$ cat src/rtl/sdram_cmd_pkg.sv
// Constants and types for the synchronous DRAM command decoder
// Function
// - Chip select low enables decode; high ignores
// - Strobes and write enable sampled at rising edge
// - Activate captures eleven-bit row address
// - Column from low bits, top bit per width
// - Bit 10 selects auto precharge, 11 bank
// - Precharge bit 10 both banks, else one
// - Bank select low bank A, high B
// - Read mask floats data three cycles later
// - Write mask blocks write same edge
// - Chip select high standby; all high no-op
// - Row low only decodes bank activate
// - Column low decodes read or write
// - Precharge, stop, self refresh, mode set decode
// - Mode register holds latency, length, order
// - Mode set loads fields from address
// - Clock gate low blocks commands and holds the burst; mask pipe keeps shifting
// - Burst length 1, 2, 4, 8 or page
// - Page burst sequential only, never ends itself
package sdram_cmd_pkg;

	// ---------------------------------------------------------------
	// Address field positions
	// ---------------------------------------------------------------
	localparam int ADDR_W       = 12;
	localparam int ROW_W        = 11;
	localparam int COL_W        = 10;
	localparam int AP_BIT       = 10;
	localparam int BANK_BIT     = 11;
	localparam int BL_LSB       = 0;
	localparam int BL_W         = 3;
	localparam int BT_BIT       = 3;
	localparam int CL_LSB       = 4;
	localparam int CL_W         = 3;
	localparam int MASK_RD_LAT  = 2;

	// ---------------------------------------------------------------
	// Mode field encodings and reset values
	// ---------------------------------------------------------------
	localparam logic [2:0] BL_1    = 3'h0;
	localparam logic [2:0] BL_2    = 3'h1;
	localparam logic [2:0] BL_4    = 3'h2;
	localparam logic [2:0] BL_8    = 3'h3;
	localparam logic [2:0] BL_PAGE = 3'h7;
	localparam logic [2:0] CL_RST  = 3'h2;
	localparam logic [8:0] CNT_ONE = 9'h001;
	localparam logic [8:0] CNT_ZERO = 9'h000;

	// Decoded command on the bus
	typedef enum logic [2:0] {
		CMD_NOP    = 3'h0,
		CMD_ACT    = 3'h1,
		CMD_READ   = 3'h2,
		CMD_WRITE  = 3'h3,
		CMD_PRE    = 3'h4,
		CMD_STOP   = 3'h5,
		CMD_SREF   = 3'h6,
		CMD_MODE   = 3'h7
	} cmd_e;

	// Burst engine state, Gray along idle-read-write; write-idle flips both bits
	typedef enum logic [1:0] {
		ST_IDLE  = 2'h0,
		ST_READ  = 2'h1,
		ST_WRITE = 2'h3
	} burst_e;

	// Burst length in words for a length code; zero means page
	function automatic logic [8:0] burst_words(input logic [2:0] code);
		case (code)
			BL_1:    burst_words = 9'h001;
			BL_2:    burst_words = 9'h002;
			BL_4:    burst_words = 9'h004;
			BL_8:    burst_words = 9'h008;
			default: burst_words = 9'h000;
		endcase
	endfunction

endpackage

$ cat src/rtl/sdram_command_interface.sv
// Command decoder, address capture, mode register and data mask timing
`timescale 1ns/10ps
module sdram_command_interface
	import sdram_cmd_pkg::*;
#(
	parameter int COL_TOP = 9
) (
	input  wire logic              clk_sys_in,
	input  wire logic              sys_rst_in,
	input  wire logic              clock_gate_in,
	input  wire logic              chip_select_n_in,
	input  wire logic              row_strobe_n_in,
	input  wire logic              col_strobe_n_in,
	input  wire logic              write_enable_n_in,
	input  wire logic [ADDR_W-1:0] address_in,
	input  wire logic              byte_mask_in,
	output logic [2:0]             cmd_out,
	output logic                   cmd_valid_out,
	output logic [ROW_W-1:0]       row_address_out,
	output logic [COL_W-1:0]       column_address_out,
	output logic                   bank_select_out,
	output logic                   auto_precharge_out,
	output logic [1:0]             bank_open_out,
	output logic [1:0]             precharge_banks_out,
	output logic [2:0]             cas_latency_out,
	output logic [2:0]             burst_len_out,
	output logic                   burst_interleave_out,
	output logic                   read_active_out,
	output logic                   write_active_out,
	output logic                   data_oe_out,
	output logic                   write_strobe_out,
	output logic                   self_refresh_out
);

	initial begin
		if (COL_TOP != 9 && COL_TOP != 7) begin
			$error("COL_TOP must be 9 or 7");
		end
	end

	// ---------------------------------------------------------------
	// Pin synchronisers
	// ---------------------------------------------------------------
	// Two stages on every pin; the first stage feeds only the second
	logic [ADDR_W+5:0] pin_meta_ff;
	logic [ADDR_W+5:0] pin_sync_ff;
	always_ff @(posedge clk_sys_in) begin
		if (sys_rst_in) begin
			pin_meta_ff <= {(ADDR_W+6){1'b1}};
			pin_sync_ff <= {(ADDR_W+6){1'b1}};
		end else begin
			pin_meta_ff <= {clock_gate_in, chip_select_n_in, row_strobe_n_in,
				col_strobe_n_in, write_enable_n_in, byte_mask_in, address_in};
			pin_sync_ff <= pin_meta_ff;
		end
	end

	logic              cke_s;
	logic              cs_n_s;
	logic              ras_n_s;
	logic              cas_n_s;
	logic              we_n_s;
	logic              mask_s;
	logic [ADDR_W-1:0] addr_s;
	assign {cke_s, cs_n_s, ras_n_s, cas_n_s, we_n_s, mask_s, addr_s} = pin_sync_ff;

	// ---------------------------------------------------------------
	// Command decode
	// ---------------------------------------------------------------
	// A low clock gate blocks decode and holds the burst, so no command counts then
	cmd_e nxt_cmd;
	logic nxt_valid;
	always_comb begin
		nxt_valid = cke_s && !cs_n_s;
		case ({ras_n_s, cas_n_s, we_n_s})
			3'b111:  nxt_cmd = CMD_NOP;
			3'b011:  nxt_cmd = CMD_ACT;
			3'b101:  nxt_cmd = CMD_READ;
			3'b100:  nxt_cmd = CMD_WRITE;
			3'b010:  nxt_cmd = CMD_PRE;
			3'b110:  nxt_cmd = CMD_STOP;
			3'b001:  nxt_cmd = CMD_SREF;
			3'b000:  nxt_cmd = CMD_MODE;
			default: nxt_cmd = CMD_NOP;
		endcase
		if (cs_n_s) begin
			nxt_cmd = CMD_NOP;
		end
	end

	// Registered command report
	always_ff @(posedge clk_sys_in) begin
		if (sys_rst_in) begin
			cmd_out       <= CMD_NOP;
			cmd_valid_out <= 1'b0;
		end else begin
			cmd_out       <= nxt_valid ? nxt_cmd : CMD_NOP;
			cmd_valid_out <= nxt_valid;
		end
	end

	logic is_act;
	logic is_rd;
	logic is_wr;
	logic is_pre;
	logic is_stop;
	logic is_mode;
	logic is_sref;
	assign is_act  = nxt_valid && nxt_cmd == CMD_ACT;
	assign is_rd   = nxt_valid && nxt_cmd == CMD_READ;
	assign is_wr   = nxt_valid && nxt_cmd == CMD_WRITE;
	assign is_pre  = nxt_valid && nxt_cmd == CMD_PRE;
	assign is_stop = nxt_valid && nxt_cmd == CMD_STOP;
	assign is_mode = nxt_valid && nxt_cmd == CMD_MODE;
	assign is_sref = nxt_valid && nxt_cmd == CMD_SREF;

	// ---------------------------------------------------------------
	// Address capture
	// ---------------------------------------------------------------
	// Row held until the next activate, column until the next read or write; bank reloads on either
	logic [COL_W-1:0] col_mask;
	assign col_mask = (COL_TOP == 9) ? 10'h3FF : 10'h0FF;
	always_ff @(posedge clk_sys_in) begin
		if (sys_rst_in) begin
			row_address_out    <= '0;
			column_address_out <= '0;
			bank_select_out    <= 1'b0;
			auto_precharge_out <= 1'b0;
		end else begin
			if (is_act) begin
				row_address_out <= addr_s[ROW_W-1:0];
				bank_select_out <= addr_s[BANK_BIT];
			end
			if (is_rd || is_wr) begin
				column_address_out <= addr_s[COL_W-1:0] & col_mask;
				auto_precharge_out <= addr_s[AP_BIT];
				bank_select_out    <= addr_s[BANK_BIT];
			end
		end
	end

	// ---------------------------------------------------------------
	// Bank state
	// ---------------------------------------------------------------
	// Auto precharge closes the bank when the burst runs out
	logic [1:0] pre_req;
	logic       burst_done;
	always_comb begin
		pre_req = 2'b00;
		if (is_pre) begin
			if (addr_s[AP_BIT]) begin
				pre_req = 2'b11;
			end else begin
				pre_req[addr_s[BANK_BIT]] = 1'b1;
			end
		end
		if (burst_done && auto_precharge_out) begin
			pre_req[bank_select_out] = 1'b1;
		end
	end

	always_ff @(posedge clk_sys_in) begin
		if (sys_rst_in) begin
			bank_open_out       <= 2'b00;
			precharge_banks_out <= 2'b00;
		end else begin
			precharge_banks_out <= pre_req;
			bank_open_out       <= bank_open_out & ~pre_req;
			if (is_act) begin
				bank_open_out[addr_s[BANK_BIT]] <= 1'b1;
			end
		end
	end

	// ---------------------------------------------------------------
	// Mode register
	// ---------------------------------------------------------------
	// Page length with interleave is not allowed, so fall back to sequential
	always_ff @(posedge clk_sys_in) begin
		if (sys_rst_in) begin
			cas_latency_out      <= CL_RST;
			burst_len_out        <= BL_1;
			burst_interleave_out <= 1'b0;
		end else if (is_mode) begin
			cas_latency_out      <= addr_s[CL_LSB +: CL_W];
			burst_len_out        <= addr_s[BL_LSB +: BL_W];
			burst_interleave_out <= addr_s[BT_BIT] &&
				addr_s[BL_LSB +: BL_W] != BL_PAGE;
		end
	end

	// ---------------------------------------------------------------
	// Burst engine
	// ---------------------------------------------------------------
	// Runs through standby cycles; a new column command restarts it
	burst_e     burst_st_ff;
	logic [8:0] burst_cnt_ff;
	logic [8:0] words;
	assign words      = burst_words(burst_len_out);
	assign burst_done = burst_st_ff != ST_IDLE && cke_s && words != CNT_ZERO &&
		burst_cnt_ff == CNT_ONE;
	always_ff @(posedge clk_sys_in) begin
		if (sys_rst_in) begin
			burst_st_ff  <= ST_IDLE;
			burst_cnt_ff <= CNT_ZERO;
		end else if (is_rd || is_wr) begin
			burst_st_ff  <= is_rd ? ST_READ : ST_WRITE;
			burst_cnt_ff <= words;
		end else if (is_stop || is_pre) begin
			burst_st_ff  <= ST_IDLE;
		end else if (cke_s) begin
			case (burst_st_ff)
				ST_IDLE: burst_st_ff <= ST_IDLE;
				ST_READ, ST_WRITE: begin
					if (burst_done) begin
						burst_st_ff <= ST_IDLE;
					end
					burst_cnt_ff <= burst_cnt_ff - CNT_ONE;
				end
				default: burst_st_ff <= ST_IDLE;
			endcase
		end
	end

	always_ff @(posedge clk_sys_in) begin
		if (sys_rst_in) begin
			read_active_out  <= 1'b0;
			write_active_out <= 1'b0;
		end else begin
			read_active_out  <= burst_st_ff == ST_READ;
			write_active_out <= burst_st_ff == ST_WRITE;
		end
	end

	// ---------------------------------------------------------------
	// Data mask timing
	// ---------------------------------------------------------------
	// Read mask travels a two-stage pipe and the output register, so data floats three edges later
	logic [MASK_RD_LAT-1:0] mask_pipe_ff;
	always_ff @(posedge clk_sys_in) begin
		if (sys_rst_in) begin
			mask_pipe_ff <= '0;
		end else begin
			mask_pipe_ff <= {mask_pipe_ff[MASK_RD_LAT-2:0], mask_s};
		end
	end

	always_ff @(posedge clk_sys_in) begin
		if (sys_rst_in) begin
			data_oe_out      <= 1'b0;
			write_strobe_out <= 1'b0;
		end else begin
			data_oe_out      <= burst_st_ff == ST_READ && !mask_pipe_ff[MASK_RD_LAT-1];
			// The command edge carries the first word, so the final count edge adds none
			write_strobe_out <= (is_wr || (burst_st_ff == ST_WRITE && cke_s &&
				!is_rd && !is_stop && !is_pre && !burst_done)) && !mask_s;
		end
	end

	// ---------------------------------------------------------------
	// Self refresh
	// ---------------------------------------------------------------
	// Held while the clock gate stays low; clears on the first cycle it is high
	always_ff @(posedge clk_sys_in) begin
		if (sys_rst_in) begin
			self_refresh_out <= 1'b0;
		end else if (is_sref) begin
			self_refresh_out <= 1'b1;
		end else if (cke_s) begin
			self_refresh_out <= 1'b0;
		end
	end

endmodule

$ cat config.mk
export PLATFORM = sky130hd
export DESIGN_NAME = sdram_command_interface
export DESIGN_NICKNAME = d
export VERILOG_FILES = /design/src/rtl/sdram_cmd_pkg.sv /design/src/rtl/sdram_command_interface.sv
export SDC_FILE = /design/constraint.sdc
export NUM_CORES = 1
export LEC_CHECK = 0
export ABC_CLOCK_PERIOD_IN_PS = 3600
export BUFFER_PORTS_ARGS = -buffer_cell sky130_fd_sc_hd__buf_2
export CELL_PAD_IN_SITES_DETAIL_PLACEMENT = 0
export CELL_PAD_IN_SITES_GLOBAL_PLACEMENT = 2
export CORE_MARGIN = 10
export CORE_UTILIZATION = 36
export DETAILED_ROUTE_END_ITERATION = 8
export GPL_TIMING_DRIVEN = 1
export HOLD_SLACK_MARGIN = 0.02
export PLACE_DENSITY_LB_ADDON = 0.1
export SLEW_MARGIN = 10
export SYNTH_ARGS = -nofsm -noshare
export SYNTH_HDL_FRONTEND = slang
export SYNTH_SLANG_ARGS = --single-unit
export TNS_END_PERCENT = 20
$ cat constraint.sdc
create_clock -name clk_sys_in -period 3.6 [get_ports clk_sys_in]
set_input_delay 0.54 -clock clk_sys_in [delete_from_list [all_inputs] [get_ports clk_sys_in]]
set_output_delay 0.54 -clock clk_sys_in [all_outputs]
set_load 0.05 [all_outputs]
==> flow_metrics.py <==
metrics = {
    "min_path": {
        "min_path_type": "in2reg",
        "hold_depth": 2,
    },
    "clocking": {
        "cts.htree.levels": 3,
        "cts_buffers": 9,
        "path_clk_slew_ns": 0.09,
        "cts_resized": 0,
        "root_buffer": "clkbuf_8",
        "cts_tree": "done",
        "clock_path_buffers": 2,
        "postCtsHoldBufs": 0,
        "cts.sinks": 92,
        "clock_latency_ns": 0.36,
        "post_cts_buffers": 0,
    },
    "power": {
        "power_frac_seq_pct": 57.3,
        "p_total_mw": 1.890,
        "clockPowerShare_pct": 34.0,
        "intPower_mw": 1.396,
        "p_sw_mw": 0.4933,
        "leakage_nw": 1.557,
        "cellPowerDensity_mw_per_mm2": 490.3,
        "power_switching_share_pct": 26.11,
        "ir_drop_uv": 186.6,
        "p_comb_share_pct": 8.7,
    },
    "placement": {
        "placed_area_mm2": 0.003669,
        "port_buffers": 62,
        "placed_cells": 488,
        "place_congestion": 0.7351,
        "hpwl_um": 5403,
        "place_ws_ns": 1.452,
    },
    "layout": {
        "syn2layout_area_growth_pct": 18.19,
        "final_util_pct": 43.97,
        "antenna_cells": 0,
        "nets": 413,
        "design_area_mm2": 0.003854,
        "final_cells": 504,
        "regArea_mm2": 0.001842,
        "n_fill_cell": 895,
        "drive_gt1_share_pct": 31.57,
        "multi_input_area_mm2": 0.001325,
    },
    "logic_synthesis": {
        "syn-cell-area_mm2": 0.003261,
        "syn_inst": 330,
        "ys.flop_type": "dfxtp_1",
        "yosysSeqAreaShare_pct": 56.49,
        "yosysTopAreaCell": "dfxtp_1",
        "ys.warnings.count": 0,
        "syn_nets": 352,
        "synth-edff-count": 0,
        "synth_seq_cells": 92,
        "ys_types": 44,
        "synth_top_area_share_pct": 56.49,
        "synthTopCellsByArea": "dfxtp_1 56%, or2_2 6.7%, nand2_1 4.3%",
        "async_flop_share_pct": 0,
        "synth_commonest_cells": "92 x dfxtp_1, 37 x nand2_1, 35 x or2_2",
        "avgSynthCellArea_um2": 9.881,
        "synth_most_common_cell": "dfxtp_1",
    },
    "setup_path": {
        "cp_slowest_stage_delay_ns": 0.74,
        "crit_family": "simple AND/OR/NAND/NOR gates",
        "worst-endpoint-required_ns": 3.89,
        "crit_type": "reg2reg",
        "critPathBufInv": 0,
        "worstPathCellList": "or3b_4 > nor3b_2 > o21ai_0 > a21oi_1",
        "critPathSlowestCell": "nor3b_2",
        "cp_data_arrival_time_ns": 2.39,
        "worst_setup_path_end_kind": "register",
        "cp_max_fo": 13,
        "critical_path_depth": 4,
        "cp-start-kind": "register",
        "ff2ff_path_depth": 4,
    },
    "sta": {
        "whs_ns": 0.3594,
        "period_minus_slack_ns": 2.105,
        "worst_slew_pin_slew_ns": 0.8658,
        "hold_viol_final": 0,
        "fin_worst_skew_ns": 0.009442,
        "fmax_mhz": 475.1,
        "maxSlewViolCount": 0,
        "setup_viol": 0,
        "fin_setup_tns_ns": 0,
        "rsz0062_at_grt": "no",
        "slew_headroom_pct": 42.03,
        "period_share_pct": 58.47,
        "final.setup.worst_slack_ns": 1.495,
    },
    "detailed_routing": {
        "vias": 2410,
        "drt-total-wl_um": 7618,
        "post-route-drc-count": 0,
        "drt-initial-drc-count": 88,
        "viasPerCell": 4.782,
        "ant_nets": 0,
        "wire_per_inst_um": 15.12,
        "drt-pass1-iter-count": 4,
    },
    "floorplan": {
        "rows": 34,
        "pin_count": 63,
        "die-area_mm2": 0.01326,
        "die_x_um": 115.2,
        "die_h_um": 115.2,
        "core_area_mm2": 0.008763,
        "start_util_pct": 37.21,
    },
    "grt": {
        "grtUsageTotal_pct": 11.81,
        "grt_remaining_overflow": 0,
        "antenna_found_initial": 0,
        "grt_max_degree": 41,
        "grt_pass1_vias": 2491,
        "grt_pass1_wl_um": 12480,
    },
    "run_status": {
        "status": "finished, final reports clean",
    },
    "flow_run": {
        "maxCapViolCount": 0,
    },
}
[power groups by stage]
stage,Clock (mW),Combinational (mW),Sequential (mW)
6_report,0.643,0.164,1.08
5_1_grt,0.711,0.184,1.09
3_3_place_gp,0,0.166,1.11
4_1_cts,0.671,0.167,1.08
3_5_place_dp,0,0.166,1.11
2_1_floorplan,0,0.113,1.11
[cells by family (layout without fill, tap and decap cells)]
group                      Yosys count  in the layout  share of synthesized area, %
AOI/OAI and AO/OA                   66             66                         14.28
xor gates and xnor gates             2              2                        0.5373
adders and majority gates            2              2                        0.7673
buffers and inverters               23             89                         3.070
DFF                                 92             92                         56.49
muxes                                8              8                         2.456
and+or+nand+nor                    137            137                         22.41
[layout make-up]
cell class                 count  area share [%]
inverter                       7          0.6818
clock inverter                 6           1.234
tap                          108           3.507
sequential                    92           47.79
multi-input combinational    215           34.38
clock buffer                  10           3.571
timing repair buffer          66           8.831
[cell usage in the layout (no fill, tap or decap), drive strengths merged, types with 2 or more instances in the layout]
cell,synthesis,layout
a211o,2,2
a211oi,6,6
a21oi,24,24
a22o,11,11
a31oi,3,3
and2,4,4
buf,6,66
clkbuf,10,10
clkinvlp,0,4
dfxtp,92,92
ha,2,2
inv,7,8
mux2i,8,8
nand2,37,37
nand2b,4,4
nand3,6,6
nand3b,2,2
nor2,22,22
nor2b,4,4
nor3,7,7
nor3b,3,3
o21ai,8,8
o32ai,2,2
or2,35,35
or3,6,6
or3b,2,2
xnor2,2,2
[sequential cells by signal (all words and copies together), names as in the netlist, named ones only]
register / cells
auto_precharge_out: 1
bank_open_out: 2
bank_select_out: 1
burst_cnt_ff: 9
burst_interleave_out: 1
burst_len_out: 3
burst_st_ff: 2
cas_latency_out: 3
cmd_out: 3
cmd_valid_out: 1
column_address_out: 10
data_oe_out: 1
mask_pipe_ff: 2
pin_meta_ff: 18
pin_sync_ff: 15
precharge_banks_out: 2
read_active_out: 1
row_address_out: 11
self_refresh_out: 1
write_active_out: 1
write_strobe_out: 1
[per-layer routing]
layer | vias up | part of all wire [%] | track usage, %
li1 | 1253 | - | -
met1 | 1098 | 48 | 14.55
met2 | 48 | 45 | 18.54
met3 | 11 | 5.1 | 3.385
met4 | 0 | 1.6 | 5.693
met5 | - | 0 | 0
[final timing paths]
| path | start | endpoint | slack, ns |
|---|---|---|---|
| worst max register to register | pin_sync_ff[17] | bank_select_out | 1.49 |
| worst max-delay path | pin_sync_ff[17] | bank_select_out | 1.49 |
| worst min-delay path | address_in[7] | pin_meta_ff[7] | 0.36 |
| worst min register to register | pin_sync_ff[12] | write_strobe_out | 0.40 |
Note: power is estimated with default switching activity, not from simulation.
